<file path="src/can_guard_pkg.sv">
package can_guard_pkg;

  localparam int unsigned clk_hz = 10_000_000;
  // dominant timeout window, in microseconds
  localparam int unsigned timeout_min_us = 1200;
  localparam int unsigned timeout_max_us = 3800;
  // chosen terminal point inside the window
  localparam int unsigned timeout_nom_us = 2500;
  localparam int unsigned timeout_cycles = timeout_nom_us * (clk_hz / 1_000_000);
  // undervoltage re-enable delay, microseconds (longest time: round down)
  localparam int unsigned uv_reenable_us = 300;
  localparam int unsigned uv_reenable_cycles = uv_reenable_us * (clk_hz / 1_000_000);
  localparam int unsigned fifo_depth = 32;
  localparam logic level_dominant = 1'b0;
  localparam logic level_recessive = 1'b1;

  typedef enum logic [1:0] {
    drv_normal,
    drv_timed_out,
    drv_thermal,
    drv_undervolt
  } drv_state_type;

endpackage : can_guard_pkg

</file>
<file path="src/tx_fifo_if.sv">
`timescale 1ns/100ps
`default_nettype none
interface tx_fifo_if #(parameter int width = 1);
  logic in_valid;
  logic in_ready;
  logic [width-1:0] in_data;
  logic out_valid;
  logic out_ready;
  logic [width-1:0] out_data;
  modport fifo (input in_valid, in_data, out_ready, output in_ready, out_valid, out_data);
  modport user (output in_valid, in_data, out_ready, input in_ready, out_valid, out_data);
endinterface : tx_fifo_if
`default_nettype wire

</file>
<file path="src/sample_fifo.sv">
`timescale 1ns/100ps
`default_nettype none
module sample_fifo #(
  parameter int width = 1,
  parameter int depth = 32
) (
  // clock and reset
  input wire logic clk_sys,
  input wire logic sys_rst,
  // stream
  tx_fifo_if.fifo port
);
  localparam int aw = $clog2(depth);
  logic [width-1:0] mem_reg [depth];
  logic [aw-1:0] wr_ptr_reg;
  logic [aw-1:0] rd_ptr_reg;
  logic [aw:0] count_reg;
  logic do_wr;
  logic do_rd;

  assign port.in_ready = (count_reg != (aw+1)'(depth));
  assign port.out_valid = (count_reg != '0);
  assign port.out_data = mem_reg[rd_ptr_reg];
  assign do_wr = port.in_valid && port.in_ready;
  assign do_rd = port.out_valid && port.out_ready;

  always_ff @(posedge clk_sys)
  begin
    if (do_wr)
      mem_reg[wr_ptr_reg] <= port.in_data;
  end

  always_ff @(posedge clk_sys or posedge sys_rst)
  begin
    if (sys_rst)
    begin
      wr_ptr_reg <= '0;
      rd_ptr_reg <= '0;
      count_reg <= '0;
    end
    else
    begin
      if (do_wr)
        wr_ptr_reg <= (wr_ptr_reg == aw'(depth - 1)) ? '0 : wr_ptr_reg + 1'b1;
      if (do_rd)
        rd_ptr_reg <= (rd_ptr_reg == aw'(depth - 1)) ? '0 : rd_ptr_reg + 1'b1;
      count_reg <= count_reg + (aw+1)'(do_wr) - (aw+1)'(do_rd);
    end
  end
endmodule : sample_fifo
`default_nettype wire

</file>
<file path="src/can_phy_dominant_timeout_guard.sv">
// Overview of operation
// bus driven differentially is dominant (low); merely biased bus is recessive (high)
// host transmits on tx input, reads bus data on rx output; low means dominant
// undriven tx input reads recessive through a weak pull-up
// dominant-timeout timer restarts on every tx falling edge
// no rising edge before timeout expiry disables the driver, freeing the bus
// tx returning high re-enables the driver and clears the timeout
// during timeout bus stays recessive, rx output still follows the bus
// host never sends over 11 dominant bits; bit rate at least 11/min timeout
// over-temperature turns driver off, bus recessive, receive path still works
// thermal shutdown ends only when the over-temperature indication clears
// rx low at 900 mV differential or more, high at 500 mV or less, open
// timeout period lies between 1.2 ms and 3.8 ms from tx falling edge
// bus-side undervoltage disables transceiver, bus high impedance, rx high
// after undervoltage clears, normal operation resumes within 300 us
// timeout is a free-running-clock counter reset on each tx falling edge
`timescale 1ns/100ps
`default_nettype none
module can_phy_dominant_timeout_guard
  import can_guard_pkg::*;
#(
  parameter int unsigned timeout_count = can_guard_pkg::timeout_cycles,
  parameter int unsigned uv_count = can_guard_pkg::uv_reenable_cycles,
  parameter int fifo_words = can_guard_pkg::fifo_depth
) (
  // clock and reset
  input wire logic clk_sys,
  input wire logic sys_rst,
  // host side pins
  input wire logic tx_in,
  input wire logic tx_in_oe,
  output logic rx_out,
  // bus side, digitised comparator results and driver controls
  input wire logic bus_diff_high,
  input wire logic bus_diff_low,
  input wire logic bus_open,
  output logic bus_drive_dominant,
  output logic bus_bias_recessive,
  // supply and temperature indications
  input wire logic thermal_shutdown,
  input wire logic bus_side_supply_low,
  // status
  output logic dominant_timeout,
  output logic driver_enabled
);
  import can_guard_pkg::*;

  ////////////////////////////////////////////////////////////////////////////////
  // input synchronisers
  localparam int nsync = 6;
  // tx resets to its idle level, so releasing reset makes no false falling edge
  localparam logic [nsync-1:0] sync_idle = {level_recessive, {(nsync-1){1'b0}}};
  logic [nsync-1:0] sync1_reg;
  logic [nsync-1:0] sync2_reg;
  logic [nsync-1:0] raw_in;
  logic tx_s, diff_hi_s, diff_lo_s, open_s, therm_s, uvlo_s;

  // undriven tx reads recessive through the weak pull-up
  assign raw_in = {tx_in_oe ? tx_in : level_recessive, bus_diff_high, bus_diff_low, bus_open,
                   thermal_shutdown, bus_side_supply_low};

  genvar gi;
  generate
    for (gi = 0; gi < nsync; gi++)
    begin : g_sync
      always_ff @(posedge clk_sys or posedge sys_rst)
      begin
        if (sys_rst)
        begin
          sync1_reg[gi] <= sync_idle[gi];
          sync2_reg[gi] <= sync_idle[gi];
        end
        else
        begin
          sync1_reg[gi] <= raw_in[gi];
          sync2_reg[gi] <= sync1_reg[gi];
        end
      end
    end
  endgenerate

  assign {tx_s, diff_hi_s, diff_lo_s, open_s, therm_s, uvlo_s} = sync2_reg;

  ////////////////////////////////////////////////////////////////////////////////
  // tx sample path through the fifo; output side never stalls,
  // so the queue holds one word and only adds a cycle of latency
  tx_fifo_if #(.width(1)) txq ();
  logic tx_q_reg;
  logic tx_prev_reg;
  logic tx_fall;
  logic tx_rise;

  assign txq.in_valid = 1'b1;
  assign txq.in_data = tx_s;
  assign txq.out_ready = 1'b1;

  sample_fifo #(.width(1), .depth(fifo_words)) u_fifo (
    .clk_sys(clk_sys),
    .sys_rst(sys_rst),
    .port(txq)
  );

  always_ff @(posedge clk_sys or posedge sys_rst)
  begin
    if (sys_rst)
    begin
      tx_q_reg <= level_recessive;
      tx_prev_reg <= level_recessive;
    end
    else
    begin
      if (txq.out_valid)
        tx_q_reg <= txq.out_data[0];
      tx_prev_reg <= tx_q_reg;
    end
  end

  assign tx_fall = tx_prev_reg && !tx_q_reg;
  assign tx_rise = !tx_prev_reg && tx_q_reg;

  ////////////////////////////////////////////////////////////////////////////////
  // dominant timeout counter
  logic [31:0] dto_cnt_reg;
  logic dto_expired;

  // counter restarts at each falling edge; terminal count sits inside the window
  always_ff @(posedge clk_sys or posedge sys_rst)
  begin
    if (sys_rst)
      dto_cnt_reg <= '0;
    else if (tx_fall || tx_q_reg)
      dto_cnt_reg <= '0;
    else if (dto_cnt_reg != timeout_count)
      dto_cnt_reg <= dto_cnt_reg + 32'h1;
  end

  assign dto_expired = (dto_cnt_reg == timeout_count) && !tx_q_reg && !tx_rise;

  ////////////////////////////////////////////////////////////////////////////////
  // undervoltage re-enable delay
  logic [31:0] uv_cnt_reg;
  logic uv_active;

  always_ff @(posedge clk_sys or posedge sys_rst)
  begin
    if (sys_rst)
      uv_cnt_reg <= '0;
    else if (uvlo_s)
      uv_cnt_reg <= uv_count;
    else if (uv_cnt_reg != '0)
      uv_cnt_reg <= uv_cnt_reg - 32'h1;
  end

  assign uv_active = uvlo_s || (uv_cnt_reg != '0);

  ////////////////////////////////////////////////////////////////////////////////
  // driver state machine; undervoltage outranks thermal, thermal outranks timeout
  drv_state_type state_reg;
  drv_state_type state_next;

  always_comb
  begin
    state_next = state_reg;
    unique case (state_reg)
      drv_normal:
        if (dto_expired)
          state_next = drv_timed_out;
      drv_timed_out:
        if (tx_q_reg)
          state_next = drv_normal;
      // an expired hold goes straight to timeout, avoiding a one-cycle dominant glitch
      drv_thermal:
        if (!therm_s)
          state_next = dto_expired ? drv_timed_out : drv_normal;
      drv_undervolt:
        if (!uv_active)
          state_next = dto_expired ? drv_timed_out : drv_normal;
    endcase
    if (uv_active)
      state_next = drv_undervolt;
    else if (therm_s)
      state_next = drv_thermal;
  end

  always_ff @(posedge clk_sys or posedge sys_rst)
  begin
    if (sys_rst)
      state_reg <= drv_normal;
    else
      state_reg <= state_next;
  end

  ////////////////////////////////////////////////////////////////////////////////
  // outputs
  always_ff @(posedge clk_sys or posedge sys_rst)
  begin
    if (sys_rst)
    begin
      bus_drive_dominant <= 1'b0;
      bus_bias_recessive <= 1'b1;
      rx_out <= level_recessive;
      dominant_timeout <= 1'b0;
      driver_enabled <= 1'b0;
    end
    else
    begin
      // low on tx drives dominant only in normal state
      bus_drive_dominant <= (state_next == drv_normal) && (tx_q_reg == level_dominant);
      // bias drops to high impedance in undervoltage
      bus_bias_recessive <= (state_next != drv_undervolt);
      // receive path: the analog threshold gap holds the last rx level
      if (state_next == drv_undervolt)
        rx_out <= level_recessive;
      else if (open_s)
        rx_out <= level_recessive;
      else if (diff_hi_s)
        rx_out <= level_dominant;
      else if (diff_lo_s)
        rx_out <= level_recessive;
      dominant_timeout <= (state_next == drv_timed_out);
      driver_enabled <= (state_next == drv_normal);
    end
  end
endmodule : can_phy_dominant_timeout_guard
`default_nettype wire

</file>
<file path="config.mk">
export PLATFORM = sky130hd
export DESIGN_NAME = can_phy_dominant_timeout_guard
export DESIGN_NICKNAME = d
export VERILOG_FILES = /design/src/can_guard_pkg.sv /design/src/tx_fifo_if.sv /design/src/sample_fifo.sv /design/src/can_phy_dominant_timeout_guard.sv
export SDC_FILE = /design/constraint.sdc
export NUM_CORES = 1
export LEC_CHECK = 0
export BUFFER_PORTS_ARGS = -buffer_cell sky130_fd_sc_hd__clkbuf_2
export CAP_MARGIN = 20
export CORE_ASPECT_RATIO = 0.9
export CORE_MARGIN = 3
export CORE_UTILIZATION = 40
export DETAILED_ROUTE_END_ITERATION = 10
export GPL_TIMING_DRIVEN = 0
export SLEW_MARGIN = 20
export SYNTH_ARGS = -nofsm -noshare
export SYNTH_HDL_FRONTEND = slang
export SYNTH_SLANG_ARGS = --single-unit
</file>
<file path="constraint.sdc">
create_clock -name clk_sys -period 10.07 [get_ports clk_sys]
set_clock_uncertainty 0.05 [all_clocks]
set_input_delay 1.5105 -clock clk_sys [delete_from_list [all_inputs] [get_ports clk_sys]]
set_output_delay 1.5105 -clock clk_sys [all_outputs]
set_load 0.01 [all_outputs]
</file>
# == Word level (Yosys, flattened, before mapping) ==
# Memory sizes are Yosys's and may differ from the RTL's. A register that Yosys moved wholly into a read port is not among the register bits.
# Cells that the tools add are included.
# W data, S select, Z words.
# op_classes
add_sub_neg,6
eq_ne,11
muxes,19
n_bitwise,1
n_reduce_logical,18
# ops
operator,n
$mux W32,4
$add A32 B1 Y32 const B,1
$eq A32 B15 Y1 const B,1
$ne A32 B15 Y1 const B,1
$reduce_bool A32 Y1,1
$sub A32 B1 Y32 const B,1
$add A5 B1 Y5 const B,2
$eq A5 B5 Y1 const B,2
$mux W5,2
$mux W1,8
$mux W2,4
$add A6 B1 Y6,1
$eq A2 B2 Y1 const B,3
$ne A6 B6 Y1 const B,1
$pmux W2 S3,1
$reduce_bool A6 Y1,1
$sub A6 B1 Y6,1
$logic_and A1 B1 Y1,5
$eq A2 B1 Y1 const B,2
$logic_not A2 Y1,2
$reduce_bool A2 Y1,2
$reduce_bool A4 Y1,1
$logic_not A1 Y1,3
$logic_or A1 B1 Y1,2
3 further kinds,3
# totals
ff_bits,100
ramBits,32
input_bits,9
output_inout_bits,5
mem_count,1
# mem_list
name,depth,word_bits,read_ports,rd_ports_with_merged_regs,write_ports,line_no,text
u_fifo.mem_reg,32,1,1,1,1,sample_fifo.sv:14,logic [width-1:0] mem_reg [depth];

# == Longest topological paths before layout ==
# depth
ltp_word,10
depth_mapped,16

# == Modules after synthesis ==
# From an unflattened synthesis, not the netlist that was laid out.
# unflattened
cells_unflattened,606
hier_area_um2,6546.3
# by_module_without_submodules
mod,instances,cells_per_inst,area_per_inst_um2,seq_area_each_um2
can_phy_dominant_timeout_guard,1,404,4083.9,2134.5
sample_fifo,1,202,2462.4,1361.3

# == Least setup slack after synthesis ==
# No wires, ideal clock.
# synth_path
path_kind,register to register
from,register u_fifo.count_reg[2]
to,register u_fifo.count_reg[4]
setup_ps,122
t_arrival_ps,2521
required_ps,9898
path_slack_ps,7376
path_stages_with_launch,17
n_path_buf,1
path_cell_list,dfrtp_1 inv_1 ha_1 nor3b_1 and2_1 clkbuf_1 inv_1 ha_1 inv_1 ha_1 inv_1 fa_1 inv_1 a21oi_1 nor2_1 nor2_1 xnor2_1
# synth_between
elab_chain_len,3
# synth_lines
item,line_no,text
start: declaration,sample_fifo.sv:17,logic [aw:0] count_reg;
start signal: assignment,sample_fifo.sv:47,count_reg <= count_reg + (aw+1)'(do_wr) - (aw+1)'(do_rd);
$ne A6 B6 Y1,sample_fifo.sv:21,assign port.in_ready = (count_reg != (aw+1)'(depth));
$add A6 B1 Y6,sample_fifo.sv:47,
$sub A6 B1 Y6 (*),sample_fifo.sv:47,
# Mark *: on every way between the ends. The rest lies on a longest branch, timed or not.
# A chain may end at the register's enable or synchronous reset.

# == Worst setup path in the final report ==
# Same ends and word-level chain as after synthesis.

==> metrics <==
GRT Util Overall=between 10% and 20%; CTS tree=built; Post-CTS Hold Fix Bufs=0; Skew-Pair Late Insertion Delay=~420 ps; setup tns final=0 ps; Final Hold Fails=0; final worst path period share=32.2%; initial antenna violation count=0; post_cts resized=0; Reg2Reg Depth=16; Worst EP arrival=roughly 3500 ps; Least-Margin Pin Slew=~620 ps; Die H=127 um; Max Fanout on Critical Path=7; CTS sink count=~130; fin. max-slew vios=0; max frequency=308 MHz; r2r setup slk=about 7000 ps; Worst R2R End=u_fifo.count_reg[4]$_DFF_PP0_; Vias per Instance=between 5 and 6; Post-Syn Nets=639; post-synth top area share=a little over a third; Max-cap violations=0; most common flop cell mapped by yosys=dfrtp_1; Final Routed Wirelength=around 13 mm; worst hold slack=between 200 and 300 ps; final non-filler cell total=roughly 860; antenna cells=0; Reg-to-Reg Start=u_fifo.count_reg[2]$_DFF_PP0_; flop and latch count out of synthesis=about 130; share of cells above drive strength 1=11.6%; 1st-pass router iterations=5; Final Core Density=a little under half; Detail Route Antenna Nets=0; synth warn=0; GRT overflow=0; sequential area share after synthesis=a little over half; clk root buf=clkbuf_16; min-delay worst type=register to register; via count=about 4600; Mapped Area=around 6500 sq um; DIE AREA=between 15000 and 20000 sq um; Worst Hold Path Cells=0; Place WS=~7000 ps; CP Launch Type=register; H-tree levels=4; Die Span X=between 100 and 150 um; Yosys cell types=55; placed insts=about 830; Initial Util=about two fifths; headroom to the max-slew limit=58.3%; status=finished, final reports clean; layout net count=672; First DRT Iteration DRCs=between 300 and 400; vias in the first global route=4644; setup violators final=0; I/O Pins=14; Crit Path Category=register to register; gp weighted congestion=roughly 0.81; first-pass GRT wire length=22.6 mm; largest net degree at the start of global routing=70; DR WL/cell=15.1 um; Commonest cells post-synth=nor2_1, dfrtp_1, nand2_1, edfxtp_1, xnor2_1; Max clock buf depth=2; detailed placement HPWL=8.63 mm; worst hold endpoint=therm_s$_DFF_PP0_; worst vdd ir=0.000114 V; Synth Instances=610; Hold Startpoint=sync1_reg[1]$_DFF_PP0_; fin crit period=between 3000 and 4000 ps; Syn Area/Cell=roughly 11 sq um; count leader, synth=nor2_1; Rows=between 40 and 50; CTS buffer count=17; Pwr Density=roughly 160 nW/um^2; Worst setup EP type=register; Syn-to-layout area delta=14.3%; RSZ-0062 raised after global routing=false; Synth async-reset ratio=between 70% and 80%; Leak=roughly 2.8 nW; number of synthesized flops with an enable pin=32; register clock-pin slew on the reported worst setup and hold paths=60 ps; WP data required=just over 10000 ps; Area contributors post-synth=dfrtp_1, edfxtp_1, nor2_1; # Post-CTS Setup Buffers=0; core region area=15700 sq um; # port buffers=13; area leader, netlist=dfrtp_1; DRC violations left=0; setup ws final=approximately 6800 ps
[final cells by class]
class,count,area (sq um)
fillers,1430,8220
flip-flops and latches,133,3500
multi-input cells,429,2820
clock buffers,20,447
well taps,202,253
clock inverters,12,135
plain buffers,25,97.6
repair buffers,14,92.6
inverters,23,91.3
[kinds of logic after synthesis]
kind of cell / Yosys count / share of synthesized area (%)
AND/OR/NAND/NOR: 278 / 22.3
flip-flops: 133 / 53.8
AO/OA/AOI/OAI: 68 / 7.10
buffers and inverters: 48 / 2.83
XOR/XNOR: 47 / 6.33
adder cells (fa/ha/maj): 20 / 3.97
multiplexers: 16 / 3.72
[where the power goes]
| part | leakage, nW | total (mW) | internal [mW] | switching (mW) |
|---|---|---|---|---|
| registers | 1.56 | 0.567 | 0.560 | 0.00788 |
| clock network | 0.281 | 0.613 | 0.390 | 0.223 |
| logic | 0.991 | 0.0279 | 0.00940 | 0.0185 |
[worst max-delay path: stages, from the launching register on]
cell,delay (ps)
dfrtp_1,390
inv_1,80
ha_1,150
nor3b_1,340
and2_1,180
clkbuf_1,320
inv_1,240
ha_1,320
inv_1,60
ha_1,160
inv_1,60
fa_1,400
inv_1,70
a21oi_1,60
nor2_1,90
nor2_1,60
xnor2_1,120
[metrics by stage]
stage	cell area, sq um	total power, mW
final	7430	1.21
after global routing	7430	1.25
after CTS	7430	1.23
after detailed placement	6850	0.606
after global placement	6820	0.603
after floorplan	6500	0.594
[per-layer routing]
metal | global-route usage [%] | routed length (um) | vias to the layer above
li1 | - | - | 2239
met2 | 23.0 | 5860 | 80
met4 | 6.27 | 160 | 0
met1 | 22.1 | 6440 | 2294
met3 | 4.00 | 490 | 14
met5 | 0 | 0 | -
[placed cells by master, fill, tap and decap left out, types with 13 or more instances in the layout]
| master | instances |
|---|---|
| nor4_1 | 16 |
| ha_1 | 19 |
| or3_1 | 15 |
| nand2_1 | 38 |
| edfxtp_1 | 32 |
| nor2_1 | 101 |
| xor2_1 | 19 |
| nand3_1 | 21 |
| clkbuf_2 | 13 |
| clkbuf_1 | 24 |
| xnor2_1 | 28 |
| o21ai_0 | 13 |
| dfrtp_1 | 95 |
| a21oi_1 | 16 |
| inv_1 | 22 |
| clkbuf_16 | 17 |
| nor3_1 | 18 |
[worst max path at each step]
stage	cells after the start	startpoint	slack (ps)	to
floorplan	1	sys_rst	5870	bus_drive_dominant$_DFF_PP0_
global placement	2	sys_rst	4650	u_fifo.rd_ptr_reg[2]$_DFFE_PP0N_
detailed placement	16	u_fifo.count_reg[2]$_DFF_PP0_	6840	u_fifo.count_reg[4]$_DFF_PP0_
CTS	16	u_fifo.count_reg[2]$_DFF_PP0_	6830	u_fifo.count_reg[4]$_DFF_PP0_
global route	16	u_fifo.count_reg[3]$_DFF_PP0_	6480	u_fifo.count_reg[4]$_DFF_PP0_
finish	16	u_fifo.count_reg[2]$_DFF_PP0_	6830	u_fifo.count_reg[4]$_DFF_PP0_
No activity file was read; power rests on OpenSTA's default activity.
